## src/hw/ppc_params.svh

```systemverilog
// constants for the port pin cell controller
`ifndef PPC_PARAMS_SVH
`define PPC_PARAMS_SVH
`define PPC_ADDR_P0_LATCH   8'h00
`define PPC_ADDR_P0_INMODE  8'h04
`define PPC_ADDR_P0_OUTMODE 8'h08
`define PPC_ADDR_P1_LATCH   8'h0c
`define PPC_ADDR_P1_INMODE  8'h10
`define PPC_ADDR_P1_OUTMODE 8'h14
`define PPC_ADDR_P2_LATCH   8'h18
`define PPC_ADDR_P2_OUTMODE 8'h1c
`define PPC_ADDR_CONTROL    8'h20
`define PPC_ADDR_P0_PAD     8'h24
`define PPC_ADDR_P1_PAD     8'h28
`define PPC_ADDR_P2_PAD     8'h2c
`define PPC_CTRL_XBAR_BIT   0
`define PPC_CTRL_WPUD_BIT   1
`define PPC_RST_LATCH       8'hff
`define PPC_RST_INMODE      8'hff
`define PPC_RST_OUTMODE     8'h00
`define PPC_RESP_OKAY       2'b00
`define PPC_RESP_SLVERR     2'b10
`endif

```

## src/hw/ppc_pkg.sv

```systemverilog
// types shared by the port pin cell controller
package ppc_pkg;
    // one pad's drive controls
    typedef struct packed {
        logic highOn;
        logic lowOn;
        logic pullOn;
        logic rxOn;
    } ppc_drive_s;
    typedef enum logic [1:0] {
        PPC_W_IDLE,
        PPC_W_RESP
    } ppc_wstate_e;
endpackage

```

## src/hw/ppc_pin_cell.sv

```systemverilog
// one port pin cell: drivers, pull-up and read-back
module ppc_pin_cell (
    input  wire logic               latchBit,
    input  wire logic               inMode,
    input  wire logic               outMode,
    input  wire logic               xbarOn,
    input  wire logic               periphSel,
    input  wire logic               periphVal,
    input  wire logic               pullDisable,
    input  wire logic               padSync,
    output ppc_pkg::ppc_drive_s     drive,
    output logic                    readBit
);
    import ppc_pkg::*;
    // value the pin wants to show
    wire outVal = periphSel ? periphVal : latchBit;
    wire digital = inMode;
    // push-pull drives high on 1, open-drain never does
    wire wantHigh = digital & xbarOn & outMode & outVal;
    wire wantLow  = digital & xbarOn & ~outVal;
    // pull-up only when digital, not driven low, not globally off
    wire wantPull = digital & ~wantLow & ~pullDisable;
    assign drive.highOn = wantHigh;
    assign drive.lowOn  = wantLow;
    assign drive.pullOn = wantPull;
    assign drive.rxOn   = digital;
    // pad level when digital, zero when analog
    assign readBit = digital & padSync;
endmodule

```

## src/hw/ppc_port_cfg.sv

```systemverilog
// port pin cell controller with an axi4-lite register slave
module ppc_port_cfg (
    input  wire logic               clk,
    input  wire logic               nrst,
    input  wire logic               clkEn,
    // axi4-lite slave
    input  wire logic [7:0]         awaddr,
    input  wire logic               awvalid,
    output logic                    awready,
    input  wire logic [31:0]        wdata,
    input  wire logic [3:0]         wstrb,
    input  wire logic               wvalid,
    output logic                    wready,
    output logic [1:0]              bresp,
    output logic                    bvalid,
    input  wire logic               bready,
    input  wire logic [7:0]         araddr,
    input  wire logic               arvalid,
    output logic                    arready,
    output logic [31:0]             rdata,
    output logic [1:0]              rresp,
    output logic                    rvalid,
    input  wire logic               rready,
    // crossbar peripheral routing
    input  wire logic [16:0]        periphSel,
    input  wire logic [16:0]        periphVal,
    // pads: input level, drive enables, pull-up
    input  wire logic [16:0]        padIn,
    output logic [16:0]             padOut,
    output logic [16:0]             padOe,
    output logic [16:0]             padPullEn,
    output logic [16:0]             padRxEn,
    // extra pin is shared with the debug wire
    input  wire logic               debugActive,
    input  wire logic               debugWireDataOut,
    input  wire logic               debugWireDataOe,
    output logic                    debugWireDataIn
);
    import ppc_pkg::*;
    `include "ppc_params.svh"

    // reset release through two flops
    logic rstMeta_q;
    logic rstSync_q;
    always_ff @(posedge clk or negedge nrst) begin
        if (!nrst) begin
            rstMeta_q <= 1'b0;
            rstSync_q <= 1'b0;
        end else begin
            rstMeta_q <= 1'b1;
            rstSync_q <= rstMeta_q;
        end
    end
    wire rstN = rstSync_q;

    // configuration registers
    logic [7:0]  p0Latch_q;
    logic [7:0]  p0InMode_q;
    logic [7:0]  p0OutMode_q;
    logic [7:0]  p1Latch_q;
    logic [7:0]  p1InMode_q;
    logic [7:0]  p1OutMode_q;
    logic        p2Latch_q;
    logic        p2OutMode_q;
    logic        xbarEnable_q;
    logic        pullupDisable_q;

    // pad input synchronisers
    logic [16:0] padMeta_q;
    logic [16:0] padSync_q;
    always_ff @(posedge clk or negedge rstN) begin
        if (!rstN) begin
            padMeta_q <= 17'h00000;
            padSync_q <= 17'h00000;
        end else if (clkEn) begin
            padMeta_q <= padIn;
            padSync_q <= padMeta_q;
        end
    end

    // write channel: hold address and data until both seen
    ppc_wstate_e wState_q;
    logic        awHeld_q;
    logic        wHeld_q;
    logic [7:0]  wAddr_q;
    logic [31:0] wData_q;
    logic [3:0]  wStrb_q;
    wire awTake  = awvalid & awready;
    wire wTake   = wvalid & wready;
    wire haveAw  = awHeld_q | awTake;
    wire haveW   = wHeld_q | wTake;
    wire [7:0]  curWAddr = awTake ? awaddr : wAddr_q;
    wire [31:0] curWData = wTake ? wdata : wData_q;
    wire [3:0]  curWStrb = wTake ? wstrb : wStrb_q;
    wire doWrite = (wState_q == PPC_W_IDLE) & haveAw & haveW & clkEn;
    wire wrByte  = curWStrb[0];
    wire wMapped = (curWAddr <= `PPC_ADDR_CONTROL) & (curWAddr[1:0] == 2'b00);

    always_ff @(posedge clk or negedge rstN) begin
        if (!rstN) begin
            wState_q <= PPC_W_IDLE;
            awHeld_q <= 1'b0;
            wHeld_q  <= 1'b0;
            wAddr_q  <= 8'h00;
            wData_q  <= 32'h00000000;
            wStrb_q  <= 4'h0;
            awready  <= 1'b0;
            wready   <= 1'b0;
            bvalid   <= 1'b0;
            bresp    <= `PPC_RESP_OKAY;
        end else if (clkEn) begin
            unique case (wState_q)
                PPC_W_IDLE: begin
                    if (doWrite) begin
                        awHeld_q <= 1'b0;
                        wHeld_q  <= 1'b0;
                        awready  <= 1'b0;
                        wready   <= 1'b0;
                        bvalid   <= 1'b1;
                        bresp    <= wMapped ? `PPC_RESP_OKAY : `PPC_RESP_SLVERR;
                        wState_q <= PPC_W_RESP;
                    end else begin
                        if (awTake) begin
                            awHeld_q <= 1'b1;
                            wAddr_q  <= awaddr;
                        end
                        if (wTake) begin
                            wHeld_q <= 1'b1;
                            wData_q <= wdata;
                            wStrb_q <= wstrb;
                        end
                        awready <= ~(awHeld_q | awTake);
                        wready  <= ~(wHeld_q | wTake);
                    end
                end
                PPC_W_RESP: begin
                    if (bready) begin
                        bvalid   <= 1'b0;
                        awready  <= 1'b1;
                        wready   <= 1'b1;
                        wState_q <= PPC_W_IDLE;
                    end
                end
            endcase
        end
    end

    // register file update, low byte lane only
    always_ff @(posedge clk or negedge rstN) begin
        if (!rstN) begin
            p0Latch_q       <= `PPC_RST_LATCH;
            p0InMode_q      <= `PPC_RST_INMODE;
            p0OutMode_q     <= `PPC_RST_OUTMODE;
            p1Latch_q       <= `PPC_RST_LATCH;
            p1InMode_q      <= `PPC_RST_INMODE;
            p1OutMode_q     <= `PPC_RST_OUTMODE;
            p2Latch_q       <= 1'b1;
            p2OutMode_q     <= 1'b0;
            xbarEnable_q    <= 1'b0;
            pullupDisable_q <= 1'b0;
        end else if (doWrite && wrByte) begin
            unique case (curWAddr)
                `PPC_ADDR_P0_LATCH:   p0Latch_q   <= curWData[7:0];
                `PPC_ADDR_P0_INMODE:  p0InMode_q  <= curWData[7:0];
                `PPC_ADDR_P0_OUTMODE: p0OutMode_q <= curWData[7:0];
                `PPC_ADDR_P1_LATCH:   p1Latch_q   <= curWData[7:0];
                `PPC_ADDR_P1_INMODE:  p1InMode_q  <= curWData[7:0];
                `PPC_ADDR_P1_OUTMODE: p1OutMode_q <= curWData[7:0];
                `PPC_ADDR_P2_LATCH:   p2Latch_q   <= curWData[0];
                `PPC_ADDR_P2_OUTMODE: p2OutMode_q <= curWData[0];
                `PPC_ADDR_CONTROL: begin
                    xbarEnable_q    <= curWData[`PPC_CTRL_XBAR_BIT];
                    pullupDisable_q <= curWData[`PPC_CTRL_WPUD_BIT];
                end
                default: ;
            endcase
        end
    end

    // per-pin vectors; the extra pin is always digital
    wire [16:0] latchVec   = {p2Latch_q, p1Latch_q, p0Latch_q};
    wire [16:0] inModeVec  = {1'b1, p1InMode_q, p0InMode_q};
    wire [16:0] outModeVec = {p2OutMode_q, p1OutMode_q, p0OutMode_q};
    ppc_drive_s [16:0] driveVec;
    wire [16:0] readVec;

    // one cell per pin
    genvar gi;
    generate
        for (gi = 0; gi < 17; gi++) begin : gPin
            ppc_pin_cell uCell (
                .latchBit    (latchVec[gi]),
                .inMode      (inModeVec[gi]),
                .outMode     (outModeVec[gi]),
                .xbarOn      (xbarEnable_q),
                .periphSel   (periphSel[gi]),
                .periphVal   (periphVal[gi]),
                .pullDisable (pullupDisable_q),
                .padSync     (padSync_q[gi]),
                .drive       (driveVec[gi]),
                .readBit     (readVec[gi])
            );
        end
    endgenerate

    // pad outputs; debug wire overrides the extra pin while active
    logic [16:0] padOutD;
    logic [16:0] padOeD;
    logic [16:0] padPullD;
    logic [16:0] padRxD;
    always_comb begin
        for (int i = 0; i < 17; i++) begin
            padOutD[i]  = driveVec[i].highOn;
            padOeD[i]   = driveVec[i].highOn | driveVec[i].lowOn;
            padPullD[i] = driveVec[i].pullOn;
            padRxD[i]   = driveVec[i].rxOn;
        end
        if (debugActive) begin
            padOutD[16]  = debugWireDataOut;
            padOeD[16]   = debugWireDataOe;
            padPullD[16] = ~debugWireDataOe & ~pullupDisable_q;
        end
    end

    always_ff @(posedge clk or negedge rstN) begin
        if (!rstN) begin
            padOut          <= 17'h00000;
            padOe           <= 17'h00000;
            padPullEn       <= 17'h1ffff;
            padRxEn         <= 17'h1ffff;
            debugWireDataIn <= 1'b0;
        end else if (clkEn) begin
            padOut          <= padOutD;
            padOe           <= padOeD;
            padPullEn       <= padPullD;
            padRxEn         <= padRxD;
            debugWireDataIn <= padSync_q[16];
        end
    end

    // read decode
    logic [31:0] rdMux;
    always_comb begin
        rdMux = 32'h00000000;
        unique case (araddr)
            `PPC_ADDR_P0_LATCH:   rdMux[7:0] = p0Latch_q;
            `PPC_ADDR_P0_INMODE:  rdMux[7:0] = p0InMode_q;
            `PPC_ADDR_P0_OUTMODE: rdMux[7:0] = p0OutMode_q;
            `PPC_ADDR_P1_LATCH:   rdMux[7:0] = p1Latch_q;
            `PPC_ADDR_P1_INMODE:  rdMux[7:0] = p1InMode_q;
            `PPC_ADDR_P1_OUTMODE: rdMux[7:0] = p1OutMode_q;
            `PPC_ADDR_P2_LATCH:   rdMux[0]   = p2Latch_q;
            `PPC_ADDR_P2_OUTMODE: rdMux[0]   = p2OutMode_q;
            `PPC_ADDR_CONTROL: begin
                rdMux[`PPC_CTRL_XBAR_BIT] = xbarEnable_q;
                rdMux[`PPC_CTRL_WPUD_BIT] = pullupDisable_q;
            end
            `PPC_ADDR_P0_PAD:     rdMux[7:0] = readVec[7:0];
            `PPC_ADDR_P1_PAD:     rdMux[7:0] = readVec[15:8];
            `PPC_ADDR_P2_PAD:     rdMux[0]   = readVec[16];
            default: ;
        endcase
    end
    wire rMapped = (araddr <= `PPC_ADDR_P2_PAD) & (araddr[1:0] == 2'b00);

    // read channel: take address, answer next cycle
    always_ff @(posedge clk or negedge rstN) begin
        if (!rstN) begin
            arready <= 1'b0;
            rvalid  <= 1'b0;
            rdata   <= 32'h00000000;
            rresp   <= `PPC_RESP_OKAY;
        end else if (clkEn) begin
            if (rvalid) begin
                if (rready) begin
                    rvalid  <= 1'b0;
                    arready <= 1'b1;
                end
            end else if (arvalid && arready) begin
                arready <= 1'b0;
                rvalid  <= 1'b1;
                rdata   <= rdMux;
                rresp   <= rMapped ? `PPC_RESP_OKAY : `PPC_RESP_SLVERR;
            end else begin
                arready <= 1'b1;
            end
        end
    end
endmodule

```

## config.mk

```make
export PLATFORM = sky130hd
export DESIGN_NAME = ppc_port_cfg
export DESIGN_NICKNAME = d
export VERILOG_FILES = /design/src/hw/ppc_pkg.sv /design/src/hw/ppc_pin_cell.sv /design/src/hw/ppc_port_cfg.sv
export VERILOG_INCLUDE_DIRS = /design/src /design/src/hw
export SDC_FILE = /design/constraint.sdc
export NUM_CORES = 1
export LEC_CHECK = 0
export ABC_AREA = 1
export ABC_CLOCK_PERIOD_IN_PS = 9600
export BUFFER_PORTS_ARGS = -buffer_cell sky130_fd_sc_hd__clkbuf_2
export CAP_MARGIN = 20
export CORE_ASPECT_RATIO = 1.25
export CORE_MARGIN = 1.5
export CORE_UTILIZATION = 30
export DETAILED_ROUTE_END_ITERATION = 16
export SLEW_MARGIN = 25
export SYNTH_ARGS = -nofsm -noshare
export SYNTH_HDL_FRONTEND = slang
export SYNTH_HIERARCHICAL = 1
export SYNTH_SLANG_ARGS = --single-unit
```

## constraint.sdc

```tcl
create_clock -name clk -period 9.6 [get_ports clk]
set_clock_uncertainty 0.15 [all_clocks]
set_input_delay 1.44 -clock clk [delete_from_list [all_inputs] [get_ports clk]]
set_output_delay 1.44 -clock clk [all_outputs]
set_load 0.005 [all_outputs]
```

# == Word-level counts from Yosys, hierarchy flattened ==
# Index checks and enable logic that the tools add are counted.
# op_classes
bitwise_logic,183
muxes,49
n_eq_ne,23
reduce_logical,26
n_lt_le_gt_ge,2
# ops
op,count
$and 1x1->1,124
$eq 8x5->1 const B,8
$pmux 6 s8,1
$eq 8x6->1 const B,5
$not 1->1,40
$mux 1,36
$eq 8x4->1 const B,4
$reduce_and 2->1,11
$or 1x1->1,19
$reduce_and 3->1,6
$eq 8x3->1 const B,2
$le 8x6->1 const B,2
$logic_not 8->1,2
$mux 8,2
$pmux 1 s12,1
$pmux 1 s9,1
$mux 2,4
$logic_not 2->1,3
$pmux 1 s2,3
$ne 2x2->1 const B,2
$pmux 2 s2,1
$reduce_bool 2->1,2
$eq 2x1->1 const B,1
$logic_and 1x1->1,2
$ne 2x1->1 const B,1
# totals
inputBits,114
reg_bits,194

# == Longest topological paths before layout ==
# Gate-level depths: netlist of run 1.
# depth
depth_word,7
depth_mapped,12
depth_no_buf,11

# == Modules after synthesis ==
# The synthesis of run 1 kept the hierarchy.
# modules_own_cells
mod,cells_per_inst,n_inst,seq_area_each_um2,area_each_um2
ppc_port_cfg,1079,1,4863.4,8707.1
ppc_pin_cell,19,17,0.0,88.8

# == Worst setup path after synthesis of run 1 ==
# OpenSTA, ideal clock, no wires.
# synth_timing
path_kind,in2reg
from,input clkEn
to,register p0Latch_q[1]
setup_ps,81
n_path_buf,2
stages,9
arrival_ps,2619
required_time_ps,9369
path_slack_ps,6750
path_cell_list,buf_2 -> inv_2 -> nor2_8 -> nand2_2 -> nor2_4 -> nand2_2 -> buf_2 -> o21ai_0 -> nand2_1
# synth_via
elab_chain_len,3
# synth_lines
element,line,source
start: declaration,ppc_port_cfg.sv:5,"input wire logic clkEn,"
$and 1x1->1,ppc_port_cfg.sv:95,wire doWrite = (wState_q == PPC_W_IDLE) & haveAw & haveW & clkEn;
$logic_and 1x1->1,ppc_port_cfg.sv:161,end else if (doWrite && wrByte) begin
$reduce_and 2->1 (no source line),n/a,
end signal: assignment,ppc_port_cfg.sv:151,p0Latch_q <= `PPC_RST_LATCH;
end signal: assignment,ppc_port_cfg.sv:163,`PPC_ADDR_P0_LATCH: p0Latch_q <= curWData[7:0];
end: declaration,ppc_port_cfg.sv:57,logic [7:0] p0Latch_q;
# Every way passes these cells.
# A chain may end at the register's enable or synchronous reset.

# == Worst setup path after layout of run 1 ==
# Ends and elaborated chain as after synthesis.

==> results of run 1 <==
state kept, by name (all words and copies together), names as in the netlist, 17 cells and up:
name,count
padOe,17
padMeta_q,17
padPullEn,17
padOut,17
padSync_q,17
padRxEn,17
cells in the mapped netlist, types with 3 or more instances:
cell type / n
o21ai_1: 14
nand2_1: 645
inv_1: 160
nor2_1: 60
a21oi_1: 22
dfstp_2: 67
buf_4: 95
nand4_1: 11
o21ai_0: 85
o21ai_2: 4
clkinv_1: 3
dfrtp_1: 124
nor2_4: 7
nand2_2: 3
clkbuf_1: 23
inv_2: 4
buf_2: 5
nand3_1: 49
through the flow:
stage	power, mW	cell area (sq um)	cells	setup WS (ns)
after floorplan	1.27	10300	1431	3.85
after global placement	1.40	10900	1905	4.96
after detailed placement	1.41	10900	1905	4.90
after CTS	2.14	11500	1937	5.38
after global routing	2.23	11500	1937	5.12
final	2.12	11500	1937	5.36
area by class of cell:
type	count	area, sq um	share of cell area (%)
clock inverters	12	124	1.08
multi-input cells	947	3990	34.7
repair buffers	177	907	7.89
inverters	167	628	5.46
flip-flops and latches	191	4870	42.3
well taps	423	529	4.60
clock buffers	20	458	3.98
layer usage:
layer  track usage (%)  wire, microns  up-vias
met3              2.07           1160       51
met2              29.3          14500      229
li1                  -              -     4339
met4              8.77           1110        0
met1              22.4          13100     4025
met5                 0              0        -
worst paths after layout:
path                            startpoint            to  slack [ns]  cells past startpoint
max in group asynchronous             rstN     padOut[6]        7.06                      2
worst max-delay path                 clkEn  p0Latch_q[1]        5.36                     10
worst max register to register     awready  p0Latch_q[1]        6.77                     10
worst min-delay path             rstMeta_q          rstN        0.21                      0
min in group asynchronous             rstN  padMeta_q[0]        0.28                      0
worst min register to register   rstMeta_q          rstN        0.21                      0
placed cells by master, fill, tap and decap left out, types with 6 or more instances in the layout:
master     instances
nand4_1           11
clkbuf_16         18
nor2_4             7
o21ai_0           85
clkbuf_2         169
nand2_1          645
conb_1            31
a21oi_1           22
dfstp_2           67
buf_4              6
inv_1            160
o21ai_1           14
nor2_1            60
nand3_1           49
dfrtp_1          123
worst max-delay path: stages:
cell	delay (ns)
buf_2	0.07
buf_4	0.45
clkinv_2	0.71
nor2_8	0.35
nand2_2	0.14
nor2_4	0.41
nand2_2	0.36
nor2_4	0.31
nand2_1	0.08
nand2_1	0.11
report_power, final:
group	leakage (nW)	total (mW)	switching [mW]	internal [mW]
Sequential	2.31	0.979	0.0734	0.906
Clock	0.277	0.720	0.340	0.380
Combinational	4.00	0.415	0.296	0.120
Total	6.59	2.12	0.709	1.41
cell families (layout without fill, tap and decap cells):
family | count (synthesis) | in the layout | share of synthesized area [%]
DFF | 191 | 191 | 47.6
and+or+nand+nor | 786 | 786 | 31.1
AOI/OAI and AO/OA | 130 | 130 | 6.74
other | 2 | 31 | 0.0735
buffers and inverters | 293 | 376 | 14.5
==> run_results.csv, run 1 <==
group,metric,value,unit
floorplan,dieArea,35200,sq um
floorplan,chipHeight,209,microns
route,wl,29900,microns
synth,synth_seq_cells,191,
cts,ctsResizeCount,0,
layout,diodes,0,
synth,synth_area_leaders,"dfrtp_1, nand2_1, dfstp_2",
cts,max-clock-path-buffers,2,
timing,slew_headroom,28.8,%
route,drc,0,
synth,synth-edff-count,0,
place,placement.io_buffers,170,
cts,tritoncts,"built",
global_route,grt_util_all_layers,17.5,%
global_route,grt_max_degree,76,
cts,htreeDepth,4,
power_and_ir_drop,cellLeakagePower,6.59,nW
cts,ctsHoldBuffers,0,
power_and_ir_drop,worst_ir_drop_vdd,0.000116,V
synth,synth.avg_cell_area,7.29,sq um
synth,netlist.area_leader.share,30.4,%
place,place_hpwl,22000,microns
worst_setup_path,crit_arrival,4.48,ns
cts,cts_sinks,191,
timing,holdWs,0.213,ns
synth,yosys.area.top_type,"dfrtp_1",
layout,fill_cells,3614,
layout,final_nets,1615,
synth,synthesis.area,10200,sq um
timing,drv_slew,0,
route,drt_iter0_drc,538,
route,drt-pass1-iter-count,5,
worst_setup_path,worstSetupPathType,"in2reg",
timing,setup_viol,0,
synth,synth-seq-area-share,47.6,%
layout,fin_util,34.2,%
global_route,grt_pass1_wl,46300,microns
worst_setup_path,critPathMaxFanout,58,
timing,fmax,0.236,GHz
floorplan,core,33600,sq um
global_route,grt_pass1_vias,8090,
route,wl_per_cell,15.4,microns
route,ant_nets,0,
place,gp_congestion,0.880,
timing,min_period_over_period,44.2,%
cts,path_clk_slew,0.07,ns
timing,tns,0,ns
synth,synth_cell_type_count,32,
min_path,hold_path.class,"reg2reg",
timing,hold_viol_final,0,
cts,numCtsBuffers,17,
timing,rsz0062_at_grt,"false",
floorplan,start_util,30.4,%
cts,clk_latency,0.45,ns
synth,syn_inst,1402,
layout,syn_to_final_growth,12.5,%
synth,synth-main-ff-cell,"dfrtp_1",
timing,worst_pin_slew,1.07,ns
layout,layout-drive-gt1-share,20.0,%
synth,synthArstFlopShare,100,%
global_route,antenna_found_initial,0,
global_route,gr-total-overflow,0,
worst_setup_path,cp.required,9.84,ns
cts,postCtsSetupRepairBufs,0,
power_and_ir_drop,p_per_area,184,nW/um^2
floorplan,num_rows,75,
route,viasPerCell,4.46,
worst_setup_path,startpoint_type,"input pin",
route,num_vias,8644,
worst_setup_path,end_kind,"register",
run_status,status,"completed",
floorplan,ios,224,
cts,cts_root_buf,"clkbuf_16",
run,maxCapViolCount,0,
floorplan,die_w,168,microns
timing,period_minus_slack,4.24,ns
synth,synth_warnings,6,
(Power assumes the default switching activity.)
==> run 2, diff against run 1 <==
- ABC_CLOCK_PERIOD_IN_PS: 9600 -> 3450
- clock period: 9.6 -> 3.45 ns (I/O delays scaled with it)
==> run 2 against run 1 <==
  * Via count down 0.71%
  * Critical path depth unchanged
  * Largest cell class unchanged
  * First-iteration DRC count increased by 9.9%
  * Final area is 0.58% higher
  * Combinational power rose to 2.9 times the previous value
  * Power rose to 2.8 times the previous value
  * Count of clock-buffer cells in the layout shrank 3
  * Clock power rose to 2.7 times the previous value
  * Utilization increased by 0.20 points
  * Critical endpoint is now p0Latch_q[7]
==> run_results.csv, run 2 (same netlist as run 1, synthesis figures left out) <==
group,metric,value,unit
worst_setup_path,critPathSlowestCell,"nor2_4",
timing,rsz0062_at_grt,"false",
timing,fmax,0.382,GHz
layout,final_nets,1623,
route,drt_iter0_drc,591,
floorplan,core,33600,sq um
worst_setup_path,cpPeakStageDelay,0.40,ns
worst_setup_path,cp.required,3.70,ns
timing,hold_viol_final,0,
global_route,grt_util_all_layers,17.3,%
layout,layout_common_cells,"nand2_1, clkbuf_2, inv_1",
timing,worst_pin_slew,0.817,ns
global_route,grt_pass1_vias,8115,
route,ant_nets,0,
worst_setup_path,startpoint_type,"register",
worst_setup_path,cpMostUsedCell,"nand2_1",
route,wl,29500,microns
route,viasPerCell,4.41,
global_route,gr-total-overflow,0,
floorplan,dieArea,35200,sq um
floorplan,ios,224,
run,maxCapViolCount,0,
worst_setup_path,worstSetupPathType,"reg2reg",
place,placement.io_buffers,170,
floorplan,start_util,30.4,%
worst_setup_path,critPathMaxFanout,18,
place,placed_cells,1911,
place,gp_congestion,0.871,
power_and_ir_drop,cellLeakagePower,6.63,nW
timing,period_minus_slack,2.62,ns
route,drt-pass1-iter-count,5,
cts,htreeDepth,4,
timing,slew_headroom,45.2,%
floorplan,num_rows,75,
cts,path_clk_slew,0.08,ns
worst_setup_path,critical-path-top-delay-family,"simple AND/OR/NAND/NOR gates",
floorplan,die_w,168,microns
timing,tns,0,ns
timing,setup_viol,0,
worst_setup_path,critPathBufInv,1,
timing,min_period_over_period,75.9,%
cts,cts_root_buf,"clkbuf_16",
cts,clk_latency,0.46,ns
timing,drv_slew,0,
cts,cts_sinks,191,
timing,holdWs,0.0403,ns
global_route,grt_max_degree,109,
cts,ctsResizeCount,0,
cts,max-clock-path-buffers,2,
worst_setup_path,crit_cells,10,
layout,final_common_cell,"nand2_1",
worst_setup_path,rr_worst_depth,10,
floorplan,chipHeight,209,microns
power_and_ir_drop,p_per_area,504,nW/um^2
power_and_ir_drop,worst_ir_drop_vdd,0.000293,V
layout,layout.cells.non_filler,1945,
run_status,status,"completed",
place,place_hpwl,21800,microns
layout,fin_area,11600,sq um
layout,syn_to_final_growth,13.2,%
place,postPlaceCellArea,11000,sq um
layout,layout-drive-gt1-share,20.6,%
cts,tritoncts,"built",
global_route,antenna_found_initial,0,
layout,diodes,0,
worst_setup_path,worstPathCellList,"nand2_1 -> nand2_1 -> nand2_1 -> clkinv_1 -> nand2_2 -> nor2_4 -> nand2_2 -> nor2_4 -> nand2_1 -> nand2_1",
route,drc,0,
global_route,grt_pass1_wl,45900,microns
route,wl_per_cell,15.2,microns
route,num_vias,8583,
layout,fin_util,34.4,%
min_path,hold_path.class,"reg2async",
worst_setup_path,crit_arrival,2.87,ns
cts,numCtsBuffers,17,
worst_setup_path,end_kind,"register",
-- run 2: cell count changes in the layout (fill, tap and decap cells not counted), moves of 2 or more --
cell        previous run  this run
clkinv_4               1         3
dfrtp_2                0         2
buf_4                  6        13
dfrtp_1              123       121
clkinv_2               2         4
clkbuf_1               2         0
clkinvlp_4             3         1
-- run 2: worst reg2reg max path: stages, from the launching register on --
cell,delay (ns)
dfrtp_1,0.38
nand2_1,0.32
nand2_1,0.23
nand2_1,0.07
clkinv_1,0.06
nand2_2,0.08
nor2_4,0.40
nand2_2,0.37
nor2_4,0.30
nand2_1,0.09
nand2_1,0.11
-- run 2: per-layer routing --
metal / up-vias / track usage, % / wire, microns / share of wire [%]
met1: 3960 / 21.1 / 12700 / 43
met3: 53 / 2.70 / 1040 / 3.5
met5: - / 0 / 0 / 0
li1: 4365 / - / - / -
met2: 205 / 29.7 / 14600 / 49
met4: 0 / 8.90 / 1160 / 3.9
-- run 2: layout make-up --
class	count	area (sq um)
Clock buffer	17	425
Timing Repair Buffer	185	1000
Sequential cell	191	4870
Clock inverter	15	126
Multi-Input combinational cell	947	3990
Tap cell	423	529
Inverter	167	628
Fill cell	3610	22000
-- run 2: report_power, final --
part           internal (mW)  switching (mW)  total (mW)
Combinational          0.364           0.832        1.20
Sequential              2.52           0.194        2.71
Clock                  0.946           0.967        1.91
Total                   3.83            1.99        5.82
-- run 2: per-stage QoR --
| stage | power [mW] | setup WS (ns) |
|---|---|---|
| after floorplan | 3.54 | 0.213 |
| after detailed placement | 3.95 | 0.647 |
| after global routing | 6.16 | 0.557 |
| after CTS | 5.88 | 0.834 |
| final | 5.82 | 0.832 |
| after global placement | 3.92 | 0.679 |
-- run 2: final timing paths --
path                               start      endpoint  slack (ns)
worst max-delay path             awready  p0Latch_q[7]        0.83
worst min-delay path                rstN  padMeta_q[7]        0.04
worst max register to register   awready  p0Latch_q[7]        0.83
worst min register to register      rstN  padMeta_q[7]        0.04
max in group asynchronous           rstN      padOe[1]        2.20
min in group clk                padIn[3]  padMeta_q[3]        0.11
-- run 2: timing repair --
| action | CTS | global route |
|---|---|---|
| hold buffers | 1 | 0 |
| hold endpoints to repair | 2 | 0 |
| setup buffers | 0 | 0 |
